$ cat src/verilog/dma_setup_regs.svh
// Register offsets, field positions, reset values and step sizes of the DMA channel setup block
`ifndef DMA_SETUP_REGS_SVH
`define DMA_SETUP_REGS_SVH

// Per-channel word index inside a channel window of eight words
`define DMA_CH_WINDOW_BITS 3
`define DMA_OFS_CONTROL 3'h0
`define DMA_OFS_REQ_SELECT 3'h1
`define DMA_OFS_PRIMARY_START 3'h2
`define DMA_OFS_SECONDARY_START 3'h3
`define DMA_OFS_PERIPH_ADDR 3'h4
`define DMA_OFS_XFER_COUNT 3'h5
// Shared collision status word, above the eight channel windows
`define DMA_ADDR_COLLISION_STATUS 7'h40

// Control register fields
`define DMA_CON_ENABLE_BIT 15
`define DMA_CON_BYTE_BIT 14
`define DMA_CON_DIR_BIT 13
`define DMA_CON_MODE_LSB 0
`define DMA_CON_WRITE_MASK 16'hf833
`define DMA_CON_RESET 16'h0000

// Request select fields
`define DMA_REQ_FORCE_BIT 15
`define DMA_REQ_SEL_MSB 6
`define DMA_REQ_RESET 7'h00

// Transfer count field
`define DMA_CNT_MSB 9
`define DMA_CNT_RESET 10'h000

// Address registers and status reset values
`define DMA_ADDR_RESET 16'h0000
`define DMA_STATUS_RESET 8'h00

// Pointer advance per word and per byte transfer
`define DMA_STEP_WORD 16'h0002
`define DMA_STEP_BYTE 16'h0001

`endif

$ cat src/verilog/dma_setup_pkg.sv
// Types shared by the DMA channel setup block
`default_nettype none
package dma_setup_pkg;
    // Engine sequencing
    typedef enum logic [0:0] {
        ST_IDLE = 1'b0,
        ST_LOAD = 1'b1
    } engine_state_e;

    // Operating mode: bit 0 one-shot, bit 1 alternating buffers
    typedef enum logic [1:0] {
        MODE_CONT = 2'b00,
        MODE_ONESHOT = 2'b01,
        MODE_CONT_ALT = 2'b10,
        MODE_ONESHOT_ALT = 2'b11
    } op_mode_e;

    typedef logic [15:0] word_t;
    typedef logic [2:0] chan_t;
endpackage
`default_nettype wire

$ cat src/verilog/start_addr_mem.sv
// Small memory holding primary and secondary start addresses of all channels
`timescale 1ns/1ps
`default_nettype none
module start_addr_mem #(
    parameter int ADDR_W = 4,
    parameter int DATA_W = 16
) (
    input wire logic sys_clk_i,
    input wire logic srst_i,
    input wire logic wr_en_i,
    input wire logic [ADDR_W-1:0] wr_addr_i,
    input wire logic [DATA_W-1:0] wr_data_i,
    input wire logic [ADDR_W-1:0] rd_addr_i,
    output logic [DATA_W-1:0] rd_data_o
);
    logic [DATA_W-1:0] mem_reg [0:(1<<ADDR_W)-1];

    // Array itself has no reset, so it maps onto plain storage
    always_ff @(posedge sys_clk_i) begin
        if (wr_en_i) begin
            mem_reg[wr_addr_i] <= wr_data_i;
        end
    end

    // Registered read port, old data on a same-cycle write
    always_ff @(posedge sys_clk_i) begin
        if (srst_i) begin
            rd_data_o <= '0;
        end else begin
            rd_data_o <= mem_reg[rd_addr_i];
        end
    end
endmodule // start_addr_mem
`default_nettype wire

$ cat src/verilog/dma_channel_setup_regs.sv
// Eight-channel DMA setup registers, trigger selection, pointer engine and collision status
// Operation
// [RULE1] Force bit makes exactly one transfer
// [RULE2] Force bit cleared only by hardware
// [RULE3] Without force, start on request edge
// [RULE4] Seven-bit code picks one of 128 lines
// [RULE5] Start address reads return live pointer
// [RULE6] Primary start address gives buffer location
// [RULE7] Secondary start address gives alternate buffer
// [RULE8] Peripheral address register drives peripheral side
// [RULE9] Block length is count plus one
// [RULE10] Unused request and count bits read zero
// [RULE11] Software avoids rewriting setup while enabled
// [RULE12] Peripheral collision flags in upper byte
// [RULE13] RAM collision flags in lower byte
// [RULE14] Collision flags sticky, reset zero, clearable
// [RULE15] Enable bit activates or stops channel
// [RULE16] Direction bit picks source and destination
// [RULE17] Two-bit mode: one-shot, continuous, alternating
// [RULE18] Block end pulses and reloads pointer
//
// The register offsets and the strobed register port were chosen for this implementation.
`timescale 1ns/1ps
`default_nettype none
`include "dma_setup_regs.svh"
module dma_channel_setup_regs
    import dma_setup_pkg::*;
#(
    parameter int NUM_CH = 8,
    parameter int NUM_SRC = 128
) (
    input wire logic sys_clk_i,
    input wire logic srst_i,
    input wire logic [6:0] reg_addr_i,
    input wire logic [15:0] reg_wdata_i,
    input wire logic reg_wr_i,
    input wire logic reg_rd_i,
    output logic [15:0] reg_rdata_o,
    input wire logic [NUM_SRC-1:0] source_request_lines_i,
    input wire logic [NUM_CH-1:0] periph_collision_i,
    input wire logic [NUM_CH-1:0] ram_collision_i,
    output logic xfer_valid_o,
    output logic [2:0] xfer_chan_o,
    output logic [15:0] xfer_ram_addr_o,
    output logic [15:0] xfer_periph_addr_o,
    output logic xfer_ram_to_periph_o,
    output logic xfer_byte_o,
    output logic [NUM_CH-1:0] block_done_o
);
    // Lowest-numbered set bit wins; used for loads and for transfers
    function automatic chan_t first_set(input logic [7:0] vec);
        chan_t idx;
        idx = 3'h0;
        for (int i = 7; i >= 0; i--) begin
            if (vec[i]) begin
                idx = i[2:0];
            end
        end
        return idx;
    endfunction

    // Per-channel state
    word_t con_reg [NUM_CH];
    logic [6:0] req_sel_reg [NUM_CH];
    logic [NUM_CH-1:0] force_reg;
    word_t pad_reg [NUM_CH];
    logic [9:0] cnt_reg [NUM_CH];
    word_t ptr_reg [NUM_CH];
    logic [9:0] done_reg [NUM_CH];
    logic [NUM_CH-1:0] alt_sel_reg;
    logic [NUM_CH-1:0] need_load_reg;
    logic [NUM_CH-1:0] pend_reg;
    logic [NUM_CH-1:0] src_prev_reg;
    logic [7:0] pcol_reg;
    logic [7:0] xcol_reg;
    engine_state_e state_reg;
    engine_state_e state_next;
    chan_t load_ch_reg;
    // Set when a load's memory read raced a write to the same channel
    logic load_stale_reg;

    // Bus decode
    wire logic [2:0] bus_ch = reg_addr_i[5:3];
    wire logic [2:0] bus_ofs = reg_addr_i[2:0];
    wire logic in_ch_space = (reg_addr_i[6] == 1'b0);
    wire logic wr_status = reg_wr_i && (reg_addr_i == `DMA_ADDR_COLLISION_STATUS);
    wire logic wr_con = reg_wr_i && in_ch_space && (bus_ofs == `DMA_OFS_CONTROL);
    wire logic wr_req = reg_wr_i && in_ch_space && (bus_ofs == `DMA_OFS_REQ_SELECT);
    wire logic wr_sta = reg_wr_i && in_ch_space && (bus_ofs == `DMA_OFS_PRIMARY_START);
    wire logic wr_stb = reg_wr_i && in_ch_space && (bus_ofs == `DMA_OFS_SECONDARY_START);
    wire logic wr_pad = reg_wr_i && in_ch_space && (bus_ofs == `DMA_OFS_PERIPH_ADDR);
    wire logic wr_cnt = reg_wr_i && in_ch_space && (bus_ofs == `DMA_OFS_XFER_COUNT);

    // Channel trigger selection and request edges
    logic [NUM_CH-1:0] chan_on;
    logic [NUM_CH-1:0] trig_level;
    logic [NUM_CH-1:0] trig_edge;
    logic [NUM_CH-1:0] ready_vec;
    always_comb begin
        for (int c = 0; c < NUM_CH; c++) begin
            chan_on[c] = con_reg[c][`DMA_CON_ENABLE_BIT]; // RULE15
            trig_level[c] = source_request_lines_i[req_sel_reg[c]]; // RULE4
            trig_edge[c] = trig_level[c] && !src_prev_reg[c]; // RULE3
            ready_vec[c] = chan_on[c] && (pend_reg[c] || force_reg[c]) && !need_load_reg[c];
        end
    end

    // Engine choice: pending pointer loads beat transfers
    wire logic any_load = |need_load_reg;
    wire chan_t load_pick = first_set(need_load_reg);
    wire logic do_xfer = (state_reg == ST_IDLE) && !any_load && (|ready_vec);
    wire chan_t xfer_ch = first_set(ready_vec);
    wire logic do_load = (state_reg == ST_IDLE) && any_load;
    wire logic load_fin = (state_reg == ST_LOAD);

    // Start address memory: index is channel and buffer select
    wire logic mem_wr = wr_sta || wr_stb;
    wire logic [3:0] mem_waddr = {bus_ch, wr_stb};
    wire logic [3:0] mem_raddr = {load_pick, alt_sel_reg[load_pick]};
    // A write to the channel being read leaves that registered read stale
    wire logic load_clash = (mem_wr || wr_con) && (bus_ch == load_pick);
    word_t mem_rdata;

    start_addr_mem #(
        .ADDR_W(4),
        .DATA_W(16)
    ) u_start_mem (
        .sys_clk_i(sys_clk_i),
        .srst_i(srst_i),
        .wr_en_i(mem_wr), // RULE6 RULE7
        .wr_addr_i(mem_waddr),
        .wr_data_i(reg_wdata_i),
        .rd_addr_i(mem_raddr),
        .rd_data_o(mem_rdata)
    );

    // Transfer bookkeeping for the serviced channel
    wire word_t cur_con = con_reg[xfer_ch];
    wire logic [1:0] cur_mode = cur_con[`DMA_CON_MODE_LSB +: 2];
    wire logic blk_end = (done_reg[xfer_ch] == cnt_reg[xfer_ch]); // RULE9
    wire logic mode_alt = cur_mode[1];
    wire logic mode_oneshot = cur_mode[0];
    wire logic stop_after = mode_oneshot && (!mode_alt || alt_sel_reg[xfer_ch]);
    wire word_t step = cur_con[`DMA_CON_BYTE_BIT] ? `DMA_STEP_BYTE : `DMA_STEP_WORD;

    // Engine state
    always_comb begin
        case (state_reg)
            ST_IDLE: state_next = do_load ? ST_LOAD : ST_IDLE;
            ST_LOAD: state_next = ST_IDLE;
            default: state_next = ST_IDLE;
        endcase
    end

    always_ff @(posedge sys_clk_i) begin
        if (srst_i) begin
            state_reg <= ST_IDLE;
            load_ch_reg <= 3'h0;
            load_stale_reg <= 1'b0;
        end else begin
            state_reg <= state_next;
            load_stale_reg <= 1'b0;
            if (do_load) begin
                load_ch_reg <= load_pick;
                load_stale_reg <= load_clash;
            end
        end
    end

    // Software-visible setup registers and channel progress
    always_ff @(posedge sys_clk_i) begin
        if (srst_i) begin
            for (int c = 0; c < NUM_CH; c++) begin
                con_reg[c] <= `DMA_CON_RESET;
                done_reg[c] <= `DMA_CNT_RESET;
            end
            alt_sel_reg <= '0;
            need_load_reg <= '0;
            pend_reg <= '0;
        end else begin
            // Service first, so a new edge or write in the same cycle wins
            if (do_xfer) begin
                pend_reg[xfer_ch] <= 1'b0;
                done_reg[xfer_ch] <= done_reg[xfer_ch] + 10'h001;
                if (blk_end) begin
                    done_reg[xfer_ch] <= `DMA_CNT_RESET; // RULE18
                    need_load_reg[xfer_ch] <= 1'b1; // RULE18
                    alt_sel_reg[xfer_ch] <= mode_alt && !alt_sel_reg[xfer_ch]; // RULE17
                    if (stop_after) begin
                        con_reg[xfer_ch][`DMA_CON_ENABLE_BIT] <= 1'b0; // RULE17
                    end
                end
            end
            if (load_fin) begin
                // A clashing write during the load asks for one more load
                need_load_reg[load_ch_reg] <= load_stale_reg;
            end
            for (int c = 0; c < NUM_CH; c++) begin
                if (chan_on[c] && trig_edge[c]) begin
                    pend_reg[c] <= 1'b1; // RULE3
                end
            end
            if (wr_con) begin
                con_reg[bus_ch] <= reg_wdata_i & `DMA_CON_WRITE_MASK;
                if (reg_wdata_i[`DMA_CON_ENABLE_BIT] && !chan_on[bus_ch]) begin
                    // Fresh enable restarts at the primary buffer
                    alt_sel_reg[bus_ch] <= 1'b0;
                    done_reg[bus_ch] <= `DMA_CNT_RESET;
                    need_load_reg[bus_ch] <= 1'b1;
                    pend_reg[bus_ch] <= 1'b0;
                end
            end
            if (mem_wr) begin
                need_load_reg[bus_ch] <= 1'b1; // RULE5
            end
        end
    end

    // Plain setup words: only software writes them, the engine just reads
    always_ff @(posedge sys_clk_i) begin
        if (srst_i) begin
            for (int c = 0; c < NUM_CH; c++) begin
                req_sel_reg[c] <= `DMA_REQ_RESET;
                pad_reg[c] <= `DMA_ADDR_RESET;
                cnt_reg[c] <= `DMA_CNT_RESET;
            end
        end else begin
            if (wr_req) begin
                req_sel_reg[bus_ch] <= reg_wdata_i[`DMA_REQ_SEL_MSB:0]; // RULE4 RULE10
            end
            if (wr_pad) begin
                pad_reg[bus_ch] <= reg_wdata_i; // RULE8
            end
            if (wr_cnt) begin
                cnt_reg[bus_ch] <= reg_wdata_i[`DMA_CNT_MSB:0]; // RULE9 RULE10
            end
        end
    end

    // Force flag: writes can only set it, its own transfer clears it
    // Set placed last, so a new force beside a finishing one is not lost
    always_ff @(posedge sys_clk_i) begin
        if (srst_i) begin
            force_reg <= '0;
        end else begin
            if (do_xfer) begin
                force_reg[xfer_ch] <= 1'b0; // RULE1 RULE2
            end
            if (wr_req && reg_wdata_i[`DMA_REQ_FORCE_BIT]) begin
                force_reg[bus_ch] <= 1'b1; // RULE1 RULE2
            end
        end
    end

    // Live buffer pointer: steps per transfer, reloads from the start memory
    // No overlap: a channel awaiting a load is never picked for transfer
    always_ff @(posedge sys_clk_i) begin
        if (srst_i) begin
            for (int c = 0; c < NUM_CH; c++) begin
                ptr_reg[c] <= `DMA_ADDR_RESET;
            end
        end else begin
            if (do_xfer) begin
                ptr_reg[xfer_ch] <= ptr_reg[xfer_ch] + step;
            end
            if (load_fin) begin
                ptr_reg[load_ch_reg] <= mem_rdata; // RULE18
            end
        end
    end

    // Line history runs while disabled, so enabling never sees a stale edge
    always_ff @(posedge sys_clk_i) begin
        if (srst_i) begin
            src_prev_reg <= '0;
        end else begin
            src_prev_reg <= trig_level;
        end
    end

    // Collision flags: writing zero clears, a new event in that cycle wins
    wire logic [7:0] pcol_next = (wr_status ? (pcol_reg & reg_wdata_i[15:8]) : pcol_reg)
        | periph_collision_i; // RULE12 RULE14
    wire logic [7:0] xcol_next = (wr_status ? (xcol_reg & reg_wdata_i[7:0]) : xcol_reg)
        | ram_collision_i; // RULE13 RULE14
    always_ff @(posedge sys_clk_i) begin
        if (srst_i) begin
            pcol_reg <= `DMA_STATUS_RESET;
            xcol_reg <= `DMA_STATUS_RESET;
        end else begin
            pcol_reg <= pcol_next;
            xcol_reg <= xcol_next;
        end
    end

    // Read mux; start address slots show the live pointer
    word_t rd_word;
    always_comb begin
        rd_word = 16'h0000;
        if (reg_addr_i == `DMA_ADDR_COLLISION_STATUS) begin
            rd_word = {pcol_reg, xcol_reg}; // RULE12 RULE13
        end else if (in_ch_space) begin
            case (bus_ofs)
                `DMA_OFS_CONTROL: rd_word = con_reg[bus_ch];
                `DMA_OFS_REQ_SELECT: rd_word = {force_reg[bus_ch], 8'h00, req_sel_reg[bus_ch]}; // RULE10
                `DMA_OFS_PRIMARY_START: rd_word = ptr_reg[bus_ch]; // RULE5
                `DMA_OFS_SECONDARY_START: rd_word = ptr_reg[bus_ch]; // RULE5
                `DMA_OFS_PERIPH_ADDR: rd_word = pad_reg[bus_ch];
                `DMA_OFS_XFER_COUNT: rd_word = {6'h00, cnt_reg[bus_ch]}; // RULE10
                default: rd_word = 16'h0000;
            endcase
        end
    end

    // Read data stands only in the cycle after the strobe
    always_ff @(posedge sys_clk_i) begin
        if (srst_i) begin
            reg_rdata_o <= 16'h0000;
        end else begin
            reg_rdata_o <= reg_rd_i ? rd_word : 16'h0000;
        end
    end

    // Transfer strobe toward RAM and peripheral side, plus block done pulses
    always_ff @(posedge sys_clk_i) begin
        if (srst_i) begin
            xfer_valid_o <= 1'b0;
            xfer_chan_o <= 3'h0;
            xfer_ram_addr_o <= 16'h0000;
            xfer_periph_addr_o <= 16'h0000;
            xfer_ram_to_periph_o <= 1'b0;
            xfer_byte_o <= 1'b0;
            block_done_o <= '0;
        end else begin
            xfer_valid_o <= do_xfer; // RULE1 RULE3
            block_done_o <= '0;
            if (do_xfer) begin
                xfer_chan_o <= xfer_ch;
                xfer_ram_addr_o <= ptr_reg[xfer_ch]; // RULE6 RULE7
                xfer_periph_addr_o <= pad_reg[xfer_ch]; // RULE8
                xfer_ram_to_periph_o <= cur_con[`DMA_CON_DIR_BIT]; // RULE16
                xfer_byte_o <= cur_con[`DMA_CON_BYTE_BIT];
                block_done_o[xfer_ch] <= blk_end; // RULE18
            end
        end
    end
endmodule // dma_channel_setup_regs
`default_nettype wire

$ cat config.mk
export PLATFORM = sky130hd
export DESIGN_NAME = dma_channel_setup_regs
export DESIGN_NICKNAME = d
export VERILOG_FILES = /design/src/verilog/dma_setup_pkg.sv /design/src/verilog/start_addr_mem.sv /design/src/verilog/dma_channel_setup_regs.sv
export VERILOG_INCLUDE_DIRS = /design/src /design/src/verilog
export SDC_FILE = /design/constraint.sdc
export NUM_CORES = 2
export LEC_CHECK = 0
export BUFFER_PORTS_ARGS = -buffer_cell sky130_fd_sc_hd__buf_2
export CAP_MARGIN = 20
export CELL_PAD_IN_SITES_DETAIL_PLACEMENT = 1
export CELL_PAD_IN_SITES_GLOBAL_PLACEMENT = 2
export CORE_ASPECT_RATIO = 1.75
export CORE_MARGIN = 2
export CORE_UTILIZATION = 35
export CTS_CLUSTER_DIAMETER = 60
export DETAILED_ROUTE_END_ITERATION = 10
export PLACE_DENSITY = 0.75
export SYNTH_ARGS = -nofsm -noshare
export SYNTH_HDL_FRONTEND = slang
export SYNTH_SLANG_ARGS = --single-unit
$ cat constraint.sdc
create_clock -name sys_clk_i -period 5.7 [get_ports sys_clk_i]
set_input_delay 0.285 -clock sys_clk_i [delete_from_list [all_inputs] [get_ports sys_clk_i]]
set_output_delay 0.285 -clock sys_clk_i [all_outputs]
set_load 0.02 [all_outputs]
==> summary.txt <==
via count: 40691
reg2reg setup slack: 0.49 ns
Ports: 233
global router's overall resource usage: 0.300
Critical path origin: need_load_reg[1]
wire per inst: 36.0 um
Rel. slew slack: 0.224
clk_skew: 0.0573 ns
Seq/Total Area, Yosys: 0.515
Remaining Overflow, GRT: 0
pwr/cell area: 322 nW/um^2
critical path type: flop to flop
r2r endpoint: ptr_reg[3][6]
CP required: 6.15 ns
Final ANT Viol Nets: 0
post-DR vias/cell: 6.51
drt first pass iters: 6
Core ar.: 143000 sq um
Synth area leaders: edfxtp_1, mux4_2, dfxtp_1
total negative slack: 0 ns
row cnt: 184
Skew-Pair Late Insertion Delay: 0.74 ns
prevailing post-synth register cell: edfxtp_1
Syn Area/Cell: 12.3 sq um
Post-Synthesis Cells: 4109
Setup crit end: ptr_reg[3][6]
status: finished, final reports clean
chip width: 291 um
Distinct cells, synth: 99
CTS Root Cell: clkbuf_16
Clock Tree Buf Depth: 3
first-pass GRT wire length: 316 mm
Hold Crit Class: input pin to flop
fin crit share: 0.915
post-detailed-route DRC marker count: 0
post-synth top area cell: edfxtp_1
post-CTS setup buffer count: 0
worst slack, placed: 0.652 ns
total wire length: 225 mm
Yosys top cell area share: 0.428
Resized Gates After CTS: 0
r2r startpoint: need_load_reg[1]
Leak: 0.0204 uW
Fmax: 192 MHz
startpoint types: flop
Clock Pin Slew Worst Setup and Hold Paths: 0.07 ns
worst reg2reg path depth: 16
worst-path cell chain: nand2b_1, o22ai_1, buf_4, nor2_2, a222oi_1, o21ai_0, a211oi_1, buf_4, inv_1, ha_1, fa_1, o21ai_1, nor3_1, xnor2_1, mux2i_1, nor2_1
area delta synth->final: 14.1%
final net count: 4480
worst-path fanout max: 8
Vert. Die Dim: 507 um
max-cap viol count: 0
min cycle time layout: 5.21 ns
net count after synthesis: 4284
hold path start: reg_wdata_i[10]
CP Data Arrival Time: 5.66 ns
kind of end point of the critical path: flop
Worst-Margin Slew: 1.16 ns
CTS Buf Count: 89
final worst slack: 0.486 ns
H-tree Lvls: 3
vias in the first global route: 42349
Syn Std Cell Area: 50500 sq um
Synth top cells by count: edfxtp_1, mux4_2, nor2_1
CTS Sinks: 939
Final Hold Fails: 0
RD Place Congestion: 0.948
yosys warns: 0
Pwr Total: 18600 uW
Die ar.: 148000 sq um
worst hold slack: 0.0681 ns
fraction of final layout cells sized beyond drive strength 1: 0.243
unrepaired setup endpoints after global routing: no
Starting Density: 0.352
Final setup viols: 0
max FFs per register: 256
CTS tree: built
CP max stage delay: 0.66 ns
cts-stage hold buffer count: 17
initial antenna violation count: 11
slowest CP cell: a211oi_1
DRT iter0 DRCs: 4597
I/O Buffers: 232
most common cell in the netlist: edfxtp_1
Post-synth ARST share: 0
FF+latch count, synth: 939
largest net degree at the start of global routing: 72
Slew Limit Fails: 0
Top cell by count, worst path: buf_4
Peak VDD IR: 236 uV
Detailed Place HPWL: 153 mm
number of synthesized flops with an enable pin: 720
metrics by stage:
stage,util,instances,instance area [sq um]
floorplan,-,4109,50500
CTS,0.402,6237,57600
detailed placement,0.380,6053,54500
global placement,0.380,6052,54500
finish,0.402,6247,57700
global route,0.402,6243,57700
worst min-delay path by stage:
stage                     cells after the start                           to  slack (ns)
after floorplan                               0    u_start_mem.mem_reg[0][0]        0.38
after global placement                        2               done_reg[4][3]        0.44
after detailed placement                      2               done_reg[7][3]        0.44
after CTS                                     1  u_start_mem.mem_reg[11][10]        0.03
after global routing                          1   u_start_mem.mem_reg[0][10]        0.08
final                                         1  u_start_mem.mem_reg[11][10]        0.07
routing by layer:
| layer | vias to the layer above | track usage | wire length [um] |
|---|---|---|---|
| met5 | - | 0 | 44 |
| met4 | 6 | 0.234 | 20800 |
| met3 | 793 | 0.0489 | 16800 |
| met2 | 2331 | 0.522 | 112000 |
| met1 | 20958 | 0.325 | 74900 |
| li1 | 16603 | - | - |
critical path, delay by kind of cell (launching register included):
family	cells	cell delay, ns
AOI/OAI and AO/OA	5	1.86
adders and majority gates	2	0.68
buffers and inverters	3	0.61
and+or+nand+nor	4	0.59
muxes	1	0.59
DFF	1	0.40
xor gates and xnor gates	1	0.20
cells in the final DEF (no fill, tap or decap), types with 62 or more instances in the layout:
cell	synthesis	layout
a21oi_1	158	158
nand2_1	275	275
nor2_1	333	323
nand4_1	63	63
clkbuf_16	0	89
and3_1	64	62
and2_1	286	286
edfxtp_1	720	720
o21ai_0	125	113
mux2i_1	141	139
buf_4	2	214
nand3_1	116	115
a22oi_1	203	203
mux4_2	341	341
dfxtp_1	219	219
buf_2	40	231
cell type report:
| class | instances | area (sq um) |
|---|---|---|
| fillers | 15085 | 85700 |
| flip-flops and latches | 939 | 26000 |
| multi-input cells | 2771 | 23100 |
| repair buffers | 472 | 3100 |
| clock buffers | 104 | 2330 |
| well taps | 1860 | 2330 |
| clock inverters | 63 | 678 |
| inverters | 32 | 120 |
| diodes | 6 | 15.0 |
where the power goes:
group          internal, uW  switching, uW  total, uW
clock                  3360           2860       6220
sequential             7720            274       8000
combinational          1400           2980       4380
cell families (layout without fill, tap and decap cells):
family                     after synthesis  in the layout  synth area share
and+or+nand+nor                       1303           1303             0.129
DFF                                    939            939             0.515
AOI/OAI and AO/OA                      923            923             0.131
muxes                                  512            512             0.187
buffers and inverters                  399            671            0.0320
xor gates and xnor gates                29             29           0.00517
adders and majority gates                4              4           0.00114
other                                    0              6                 0
(Power assumes the default switching activity.)
